### config.mk
export PLATFORM = sky130hd
export DESIGN_NAME = flash_erase_host
export DESIGN_NICKNAME = d
export VERILOG_FILES = /design/src/rtl/flash_seq_pkg.sv /design/src/rtl/flash_erase_host.sv
export VERILOG_INCLUDE_DIRS = /design/src /design/src/rtl
export SDC_FILE = /design/constraint.sdc
export NUM_CORES = 1
export LEC_CHECK = 0
export BUFFER_PORTS_ARGS = -buffer_cell sky130_fd_sc_hd__buf_4
export CELL_PAD_IN_SITES_DETAIL_PLACEMENT = 1
export CELL_PAD_IN_SITES_GLOBAL_PLACEMENT = 1
export CORE_MARGIN = 2
export CORE_UTILIZATION = 40
export CTS_BUF_LIST = sky130_fd_sc_hd__clkbuf_8
export CTS_CLUSTER_DIAMETER = 120
export CTS_CLUSTER_SIZE = 30
export DETAILED_ROUTE_END_ITERATION = 8
export PLACE_DENSITY_LB_ADDON = 0.1
export SLEW_MARGIN = 5
export SYNTH_ARGS = -nofsm -noshare
export SYNTH_HDL_FRONTEND = slang
export SYNTH_SLANG_ARGS = --single-unit
export TNS_END_PERCENT = 100
### constraint.sdc
create_clock -name core_clk -period 8.3 [get_ports core_clk]
set_clock_uncertainty 0.1 [all_clocks]
set_input_delay 2.075 -clock core_clk [delete_from_list [all_inputs] [get_ports core_clk]]
set_output_delay 2.075 -clock core_clk [all_outputs]
set_load 0.03 [all_outputs]
### src/rtl/flash_seq_defines.svh
// Constants for the flash erase command sequencer host controller.
// Assumes a byte-wide flash on a parallel bus and a 10 MHz core clock.
// Summary of operation
// Erase is six writes ending 10H/30H
// Device pre-programs array to zeros itself
// Device ends erase on margin, no verify
// Timeout fail bit set on overrun
// Erase done when poll 1, toggle still
// Device powers up in array read
// Suspended sector reads return status
// Host writes reset after fail or ID
// Reset returns to read, address ignored
// Reset aborts erase only before start
// Reset aborts program only before start
// ID mode left only by reset (the model also leaves it on any unlocked command other than 90H)
// Reset after timeout fail returns read
// Sector erase pre-programs sectors itself
// Sector erase done on poll and toggle
// Address on later fall, data earlier rise
// Next sector load within 50us
// Erase window bit reports timer window
// Other command in window returns read
// Program status bit behaviour defined
// Suspend read status bit behaviour defined
// Host gives valid address polling status
// ID read A1A0 selects maker/device code
// Protect verify gives 00H or 01H
// Reset data is F0H
// Wrong sequence falls back to read
`ifndef FLASH_SEQ_DEFINES_SVH
`define FLASH_SEQ_DEFINES_SVH
`define ADR_CTRL        4'h0
`define ADR_ADDR        4'h4
`define ADR_DATA        4'h8
`define ADR_STATUS      4'hC
`define CTRL_GO_BIT     0
`define CTRL_OP_LSB     1
`define CMD_UNLOCK1_A   19'h0_0555
`define CMD_UNLOCK1_D   8'hAA
`define CMD_UNLOCK2_A   19'h0_02AA
`define CMD_UNLOCK2_D   8'h55
`define CMD_SETUP       8'h80
`define CMD_CHIP        8'h10
`define CMD_SECTOR      8'h30
`define CMD_RESET       8'hF0
`define CMD_ID          8'h90
`define CMD_SUSPEND     8'hB0
`define CMD_RESUME      8'h30
`define CLK_MHZ         10
`define T_WRLOW_NS      100
`define T_WRLOW_CYC     ((`T_WRLOW_NS * `CLK_MHZ + 999) / 1000)
`define T_LOAD_US       50
`define T_LOAD_CYC      ((`T_LOAD_US * `CLK_MHZ) - 2)
`endif

### src/rtl/flash_seq_pkg.sv
// Types for the flash erase command sequencer host controller.
// Assumes the defines header is included by users of the constants.
package flash_seq_pkg;
  typedef enum logic [2:0] {
    OP_READ, OP_CHIP_ERASE, OP_SECTOR_ERASE, OP_ADD_SECTOR,
    OP_RESET, OP_ID_READ, OP_SUSPEND, OP_RESUME
  } op_t;
  typedef struct packed {
    logic [18:0] addr;
    logic [7:0]  data;
  } bus_word_t;
  typedef struct packed {
    logic dataPollBit;
    logic toggleBit;
    logic timeoutFailBit;
    logic eraseWindowBit;
    logic suspendToggleBit;
  } flash_status_t;
endpackage

### src/rtl/flash_erase_host.sv
// Host controller that drives the flash command pins for erase, reset,
// silicon-ID and status reads, ordered by a classic Wishbone slave.
// Assumes flash pins are synchronous to core_clk and decoded externally.
//
// Register access over Wishbone and the register offsets are this design's own decisions.
`timescale 1ns/1ns
`include "flash_seq_defines.svh"
module flash_erase_host (
  input  wire logic        core_clk,
  input  wire logic        resetn,
  input  wire logic        clkEn,
  input  wire logic [3:0]  wbAdr,
  input  wire logic [31:0] wbDatI,
  output logic      [31:0] wbDatO,
  input  wire logic        wbCyc,
  input  wire logic        wbStb,
  input  wire logic        wbWe,
  input  wire logic [3:0]  wbSel,
  output logic             wbAck,
  output logic [18:0]      flashAddr,
  output logic [7:0]       flashDout,
  output logic             flashDoutEn_n,
  input  wire logic [7:0]  flashDin,
  output logic             flashCe_n,
  output logic             flashWe_n,
  output logic             flashOe_n,
  input  wire logic        readyBusyOutput
);
  typedef enum logic [2:0] {
    S_IDLE, S_SETUP, S_STROBE, S_RELEASE, S_READ, S_READEND
  } state_t;

  // ------------------------------------------------------------
  // Register file
  // ------------------------------------------------------------
  flash_seq_pkg::op_t        op;
  flash_seq_pkg::op_t        next_op;
  flash_seq_pkg::bus_word_t  target;
  flash_seq_pkg::bus_word_t  next_target;
  logic                      busy;
  logic                      next_busy;
  logic [7:0]                rdData;
  logic [7:0]                next_rdData;
  logic                      windowLate;
  logic                      next_windowLate;
  logic [31:0]               next_wbDatO;
  logic                      next_wbAck;

  state_t      state;
  state_t      next_state;
  logic [2:0]  step;
  logic [2:0]  next_step;
  logic [2:0]  lastStep;
  logic [3:0]  cnt;
  logic [3:0]  next_cnt;
  logic [8:0]  loadCnt;
  logic [8:0]  next_loadCnt;
  flash_seq_pkg::bus_word_t  word;
  flash_seq_pkg::bus_word_t  next_word;
  logic        doRead;

  // Sequence table: cycle k of an operation
  function automatic flash_seq_pkg::bus_word_t seqWord(
      input flash_seq_pkg::op_t o, input logic [2:0] k,
      input flash_seq_pkg::bus_word_t t);
    flash_seq_pkg::bus_word_t w;
    w = '{addr: `CMD_UNLOCK1_A, data: `CMD_UNLOCK1_D};
    // six-write erase
    unique case (k)
      3'd1: w = '{addr: `CMD_UNLOCK2_A, data: `CMD_UNLOCK2_D};
      3'd2: w = '{addr: `CMD_UNLOCK1_A,
                  data: (o == flash_seq_pkg::OP_ID_READ) ? `CMD_ID
                                                         : `CMD_SETUP};
      3'd3: w = '{addr: `CMD_UNLOCK1_A, data: `CMD_UNLOCK1_D};
      3'd4: w = '{addr: `CMD_UNLOCK2_A, data: `CMD_UNLOCK2_D};
      3'd5: w = (o == flash_seq_pkg::OP_CHIP_ERASE)
                ? '{addr: `CMD_UNLOCK1_A, data: `CMD_CHIP}
                : '{addr: t.addr, data: `CMD_SECTOR};
      default: w = w;
    endcase
    if (o == flash_seq_pkg::OP_ADD_SECTOR) begin
      // extra sector load
      w = '{addr: t.addr, data: `CMD_SECTOR};
    end else if (o == flash_seq_pkg::OP_RESET) begin
      // reset code restores reads
      w = '{addr: t.addr, data: `CMD_RESET};
    end else if (o == flash_seq_pkg::OP_SUSPEND) begin
      w = '{addr: t.addr, data: `CMD_SUSPEND};
    end else if (o == flash_seq_pkg::OP_RESUME) begin
      w = '{addr: t.addr, data: `CMD_RESUME};
    end
    return w;
  endfunction

  always_comb begin
    unique case (op)
      flash_seq_pkg::OP_CHIP_ERASE,
      flash_seq_pkg::OP_SECTOR_ERASE: lastStep = 3'd5;
      flash_seq_pkg::OP_ID_READ:      lastStep = 3'd2;
      default:                        lastStep = 3'd0;
    endcase
  end

  assign doRead = (op == flash_seq_pkg::OP_READ);

  // ------------------------------------------------------------
  // Wishbone slave, one wait state
  // ------------------------------------------------------------
  logic wbHit;
  logic goWrite;
  assign wbHit   = wbCyc && wbStb && !wbAck;
  assign goWrite = wbHit && wbWe && wbSel[0] && (wbAdr == `ADR_CTRL)
                   && wbDatI[`CTRL_GO_BIT] && !busy;

  always_comb begin
    next_wbAck  = wbHit;
    next_wbDatO = 32'h0000_0000;
    next_op     = op;
    next_target = target;
    if (wbHit && !wbWe) begin
      unique case (wbAdr)
        `ADR_CTRL:   next_wbDatO = {28'h000_0000, op, 1'b0};
        `ADR_ADDR:   next_wbDatO = {13'h0000, target.addr};
        `ADR_DATA:   next_wbDatO = {24'h00_0000, rdData};
        // window and device state visible
        `ADR_STATUS: next_wbDatO = {28'h000_0000, windowLate,
                                    readyBusyOutput, rdData[3], busy};
        default:     next_wbDatO = 32'h0000_0000;
      endcase
    end
    if (wbHit && wbWe && !busy) begin
      if (wbAdr == `ADR_ADDR) begin
        if (wbSel[0]) next_target.addr[7:0]   = wbDatI[7:0];
        if (wbSel[1]) next_target.addr[15:8]  = wbDatI[15:8];
        if (wbSel[2]) next_target.addr[18:16] = wbDatI[18:16];
      end
      if (goWrite) begin
        next_op = flash_seq_pkg::op_t'(wbDatI[`CTRL_OP_LSB +: 3]);
      end
    end
  end

  // ------------------------------------------------------------
  // Flash bus sequencer
  // ------------------------------------------------------------
  always_comb begin
    next_state      = state;
    next_step       = step;
    next_cnt        = cnt;
    next_word       = word;
    next_busy       = busy;
    next_rdData     = rdData;
    next_loadCnt    = (loadCnt != 9'd0) ? loadCnt - 9'd1 : 9'd0;
    next_windowLate = windowLate || (loadCnt == 9'd1);
    unique case (state)
      S_IDLE: begin
        if (goWrite) begin
          next_busy = 1'b1;
          next_step = 3'd0;
          next_cnt  = 4'd0;
          next_state = (next_op == flash_seq_pkg::OP_READ) ? S_READ
                                                           : S_SETUP;
          next_word = seqWord(next_op, 3'd0, next_target);
        end
      end
      S_SETUP: next_state = S_STROBE;
      S_STROBE: begin
        next_cnt = cnt + 4'd1;
        // data held over rising edge
        if (cnt == 4'(`T_WRLOW_CYC)) begin
          next_state = S_RELEASE;
        end
      end
      S_RELEASE: begin
        next_cnt = 4'd0;
        if (step == lastStep) begin
          next_busy  = 1'b0;
          next_state = S_IDLE;
          if (word.data == `CMD_SECTOR) begin
            // load window restarts
            next_loadCnt    = 9'(`T_LOAD_CYC);
            next_windowLate = 1'b0;
          end
        end else begin
          next_step  = step + 3'd1;
          next_word  = seqWord(op, step + 3'd1, target);
          next_state = S_SETUP;
        end
      end
      S_READ: begin
        next_cnt = cnt + 4'd1;
        // status sampled per read
        if (cnt == 4'(`T_WRLOW_CYC)) begin
          next_rdData = flashDin;
          next_state  = S_READEND;
        end
      end
      S_READEND: begin
        next_busy  = 1'b0;
        next_state = S_IDLE;
      end
      default: next_state = S_IDLE;
    endcase
  end

  always_ff @(posedge core_clk) begin
    if (!resetn) begin
      state      <= S_IDLE;
      step       <= 3'd0;
      cnt        <= 4'd0;
      word       <= '0;
      busy       <= 1'b0;
      rdData     <= 8'h00;
      loadCnt    <= 9'd0;
      windowLate <= 1'b0;
      op         <= flash_seq_pkg::OP_READ;
      target     <= '0;
      wbAck      <= 1'b0;
      wbDatO     <= 32'h0000_0000;
    end else if (clkEn) begin
      state      <= next_state;
      step       <= next_step;
      cnt        <= next_cnt;
      word       <= next_word;
      busy       <= next_busy;
      rdData     <= next_rdData;
      loadCnt    <= next_loadCnt;
      windowLate <= next_windowLate;
      op         <= next_op;
      target     <= next_target;
      wbAck      <= next_wbAck;
      wbDatO     <= next_wbDatO;
    end
  end

  // ------------------------------------------------------------
  // Pin drive
  // ------------------------------------------------------------
  // status reads use the host address
  assign flashAddr     = (state == S_READ) ? target.addr : word.addr;
  assign flashDout     = word.data;
  assign flashDoutEn_n = !(state == S_SETUP || state == S_STROBE
                           || state == S_RELEASE);
  assign flashCe_n     = !(state == S_STROBE || state == S_READ);
  assign flashWe_n     = !(state == S_STROBE);
  assign flashOe_n     = !(state == S_READ && doRead);
endmodule

Word-level counts from Yosys, hierarchy flattened
Index checks and enable logic that the tools add are counted.
{"block": "totals", "ff_bits": 111}
{"block": "op_classes", "add_sub_neg": 3, "eq_ne": 32, "n_mux": 46, "n_reduce_logical": 37}
{"op": "27-bit two-way mux", "n": 11}
{"op": "27-bit case mux with 3 select lines", "n": 1}
{"op": "19-bit two-way mux", "n": 4}
{"op": "19-bit case mux with 4 select lines", "n": 1}
{"op": "27-bit case mux with 2 select lines", "n": 1}
{"op": "9-bit two-way mux", "n": 4}
{"op": "3-bit == test, second input constant", "n": 11}
{"op": "3-bit two-way mux", "n": 9}
{"op": "3-bit by 2-bit == test with 1-bit output, second input constant", "n": 6}
{"op": "8-bit two-way mux", "n": 2}
{"op": "3-bit case mux with 5 select lines", "n": 1}
{"op": "3-bit case mux with 2 select lines", "n": 2}
{"op": "4-bit case mux with 3 select lines", "n": 1}
{"op": "4-bit AND reduction", "n": 3}
{"op": "1-bit logical AND", "n": 10}
{"op": "2-bit inequality test, second input constant", "n": 5}
{"op": "3-bit by 1-bit == test with 1-bit output, second input constant", "n": 3}
{"op": "9-bit by 1-bit == test with 1-bit output, second input constant", "n": 1}
{"op": "3-bit zero test", "n": 3}
{"op": "9-bit nonzero test", "n": 1}
{"op": "9-bit by 1-bit subtractor with 9-bit output, second input constant", "n": 1}
{"op": "4-bit == test, second input constant", "n": 2}
{"op": "8-bit by 6-bit == test with 1-bit output, second input constant", "n": 1}
{"op": "1-bit zero test", "n": 7}
{"op": "other kinds (15)", "n": 27}

Logic depth before layout (Yosys ltp)
{"block": "logic_depth", "depth_word": 16, "depth_mapped": 9, "depth_no_buf": 8}

Least setup slack after synthesis
Ideal clock, no wire load.
{"block": "synth_path", "path_kind": "input to register", "from": "input wbAdr[1]", "to": "register word[20] (netlist name)", "setup_time_ps": 122, "arrival_ps": 3899, "t_required_ps": 8078, "slack_ps": 4180, "stages": 8, "path_buffers": 2, "path_cell_list": "or4b_1 > buf_6 > nor3_4 > mux2i_1 > clkbuf_1 > nor2_1 > a21oi_1 > a21oi_1"}
{"block": "synth_between", "elab_chain_len": 13, "elab_cells_between_ends": 21}
{"item": "from (decl)", "line_no": "flash_erase_host.sv:12", "rtl": "input wire logic [3:0] wbAdr,"}
{"item": "4-bit zero test"}
{"item": "1-bit logical AND (3 in a row)", "line_no": "flash_erase_host.sv:112", "rtl": "assign goWrite = wbHit && wbWe && wbSel[0] && (wbAdr == `ADR_CTRL)"}
{"item": "3-bit two-way mux", "line_no": "flash_erase_host.sv:137", "rtl": "if (goWrite) begin"}
{"item": "3-bit two-way mux", "line_no": "flash_erase_host.sv:131", "rtl": "if (wbHit && wbWe && !busy) begin"}
{"item": "3-bit == test", "line_no": "flash_erase_host.sv:89", "rtl": "end else if (o == flash_seq_pkg::OP_RESUME) begin"}
{"item": "27-bit two-way mux", "line_no": "flash_erase_host.sv:89"}
{"item": "27-bit two-way mux", "line_no": "flash_erase_host.sv:87", "rtl": "end else if (o == flash_seq_pkg::OP_SUSPEND) begin"}
{"item": "27-bit two-way mux", "line_no": "flash_erase_host.sv:84", "rtl": "end else if (o == flash_seq_pkg::OP_RESET) begin"}
{"item": "27-bit two-way mux", "line_no": "flash_erase_host.sv:81", "rtl": "if (o == flash_seq_pkg::OP_ADD_SECTOR) begin"}
{"item": "27-bit two-way mux", "line_no": "flash_erase_host.sv:157", "rtl": "if (goWrite) begin"}
{"item": "27-bit case mux with 2 select lines", "line_no": "flash_erase_host.sv:155", "rtl": "unique case (state)"}
{"item": "to (signal assigned)", "line_no": "flash_erase_host.sv:224", "rtl": "word <= next_word;"}
{"item": "to (decl)", "line_no": "flash_erase_host.sv:58", "rtl": "flash_seq_pkg::bus_word_t word;"}
Parallel ways exist; a longest one is shown, timed or not. The select of a mux whose other input is x is not followed.
A chain may end at the register's enable or synchronous reset.

Worst setup path in the final report
{"block": "layout_path", "from": "register state[0]", "to": "output flashAddr[1]"}
{"block": "layout_between", "elab_chain_len": 2}
{"item": "from (decl)", "line_no": "flash_erase_host.sv:49", "rtl": "state_t state;"}
{"item": "from (signal assigned)", "line_no": "flash_erase_host.sv:221", "rtl": "state <= next_state;"}
{"item": "3-bit == test", "line_no": "flash_erase_host.sv:240", "rtl": "assign flashAddr = (state == S_READ) ? target.addr : word.addr;"}
{"item": "19-bit two-way mux", "line_no": "flash_erase_host.sv:240"}
{"item": "to (decl)", "line_no": "flash_erase_host.sv:20", "rtl": "output logic [18:0] flashAddr,"}
Every way passes these cells.

==> run metrics <==
Die X=118 um; post-synth top area share=37.1%; via density per instance=5.52; Synth top cells by count=dfxtp_1 (96), a21oi_1 (80), nand2_1 (80); Post-Synth XOR/XNOR Area=1.18%; largest net degree at the start of global routing=64; number of enable flip-flop cells after synthesis=0; largest family of logic cells by synthesized area=simple AND/OR/NAND/NOR gates; Crit path required time=6.12 ns; Hold Violations, Final=0; layout cell share with drive strength beyond 1=22.9%; cell taking the most area after synthesis=dfxtp_1; Slew Limit Fails=0; Achievable Freq=0.208 GHz; GRT Resource Usage Total=23.0%; worst-margin pin slew=1.19 ns; Warnings, synthesis=0; post-route setup TNS=0 ns; mapped cell area=5180 um2; CTS root buffer=clkbuf_8; syn avg cell area=8.14 um2; async set-reset flop share out of synthesis=0%; CTS tree=yes; Vias=4,782; fill count=1,577; CTS Sinks=96; status=completed; Die ar.=13,900 um2; nets@finish=751; Layout area overhead=16.8%; Multi-input gate area=2900 um2; H-tree level count=3; GP Congestion=0.799; Die Span Y=118 um; Finished Layout Cells=866; Synth Area in Compound Gates=19.8%; latest clock arrival within the worst-skew pair=0.39 ns; Reg2Reg Depth=5; global-route wire length before repair=25,600 um; vias in the first global route=4,894; CP arrival=2.63 ns; Syn Inst Count=636; WL final=15,700 um; Post-CTS Setup Bufs=0; Post-DRT Antenna Nets=0; Finished Core Util=47.9%; pwr/cell area=171 nW/um2; mux share of post-synthesis cell area=9.57%; most numerous cell in the Yosys netlist=dfxtp_1; storage element area=1920 um2; GR Overflow Total=0; Critical Path Source Type=flop; critical path fanouts, max=22; sequential share of the synthesized area=37.1%; initial antenna violation count=0; Period minus WS final=4.81 ns; HP Class=reg2reg; CTS Buffer Depth=2; adder-cell share of the synthesized area=2.08%; # IOs=119; drt first-iter violations=222; Post-Place Cells=850; Slew headroom=20.7%; Max-Cap Viols=0; Primary FF master, synth=dfxtp_1; Synth cell types=64; total iterations of the first detailed-routing run=4; initial cell density of the core=41.0%; DRC=0; P_leak=2.27 nW; Tot Pwr=1.03 mW; core area=12,600 um2; WL per Instance=18.1 um; Clk pin slew, worst setup/hold paths=0.10 ns; quantity of hold-fixing buffers added after cts=0; simple-gate share of the synthesized area=22.0%; Post-CTS Resized=0; total CTS buffers=9; Detailed Place HPWL=11,100 um; WHS=0.365 ns; Area contributors post-synth=dfxtp_1 (37%), a21oi_1 (7.7%), nand2_1 (5.8%); setup violators final=0; std cell rows=41; Critical Path Sink Type=output pin; unrepaired setup endpoints after global routing=no; WS Path Type=reg2out; Antenna diodes=0; fin crit share=57.9%; hold path cells=2; peak supply drop=88.6 uV; #FFs+latches synth=96; number of port buffers=91
final timing paths:
kind / start / to / slack [ns]
max: state[0] / flashAddr[1] / 3.49
min: rdData[7] / rdData[7] / 0.36
max reg2reg: busy / flashDout[6] / 5.12
min reg2reg: rdData[7] / rdData[7] / 0.36
per-stage QoR:
step | cell area [um2] | setup slack [ns]
6_report | 6040 | 3.49
5_1_grt | 6040 | 3.38
4_1_cts | 6040 | 3.44
3_5_place_dp | 5800 | 3.34
3_3_place_gp | 5800 | 3.33
2_1_floorplan | 5220 | 4.18
final cells by class:
cell class | instances | share of cell area (%)
Inverter | 15 | 0.931
Multi-Input combinational cell | 472 | 47.9
Tap cell | 172 | 3.56
Clock inverter | 7 | 1.97
Clock buffer | 9 | 2.05
Sequential cell | 96 | 31.8
Timing Repair Buffer | 95 | 11.8
metal layers:
layer  share of wire [%]  global-route usage [%]  vias up
met1                  46                    28.8     2355
met4                 1.5                    7.61        0
met2                  49                    39.9       77
met3                 3.5                    3.92       15
met5                   0                       0        -
li1                    -                       -     2335
placed cells by master, fill, tap and decap left out, drive strengths merged, types with 13 or more instances in the layout:
master  netlist  final
dfxtp        96     96
a21oi        80     80
conb          1     13
mux2         22     22
nand2        80     80
mux2i        18     18
a22oi        17     17
nor2         60     60
nand3        22     22
o21ai        35     35
buf          32     95
inv          15     16
registers in the layout, indices dropped and copies added (netlist names):
| signal | flops |
|---|---|
| step | 3 |
| target | 19 |
| state | 3 |
| wbDatO | 19 |
| op | 3 |
| word | 19 |
| busy | 1 |
| flashDout | 6 |
| cnt | 4 |
| wbAck | 1 |
| windowLate | 1 |
| loadCnt | 9 |
| rdData | 8 |
critical path, stage by stage (launching register included):
cell and delay (ns):
dfxtp_1 0.46, nor2_1 0.21, and2_1 0.94, mux2_2 0.44
buf_4 0.17
cells by family after synthesis:
family	Yosys count
AOI/OAI and AO/OA	170
buffers and inverters	80
adders and majority gates	9
other	1
muxes	43
xor gates and xnor gates	7
and+or+nand+nor	230
DFF	96
power breakdown:
part / total, mW / switching, mW / leakage, nW / internal, mW
combinational: 0.154 / 0.0909 / 1.38 / 0.0627
clock: 0.382 / 0.181 / 0.116 / 0.201
sequential: 0.496 / 0.0182 / 0.774 / 0.478
Power figures use the tool's default switching activity.
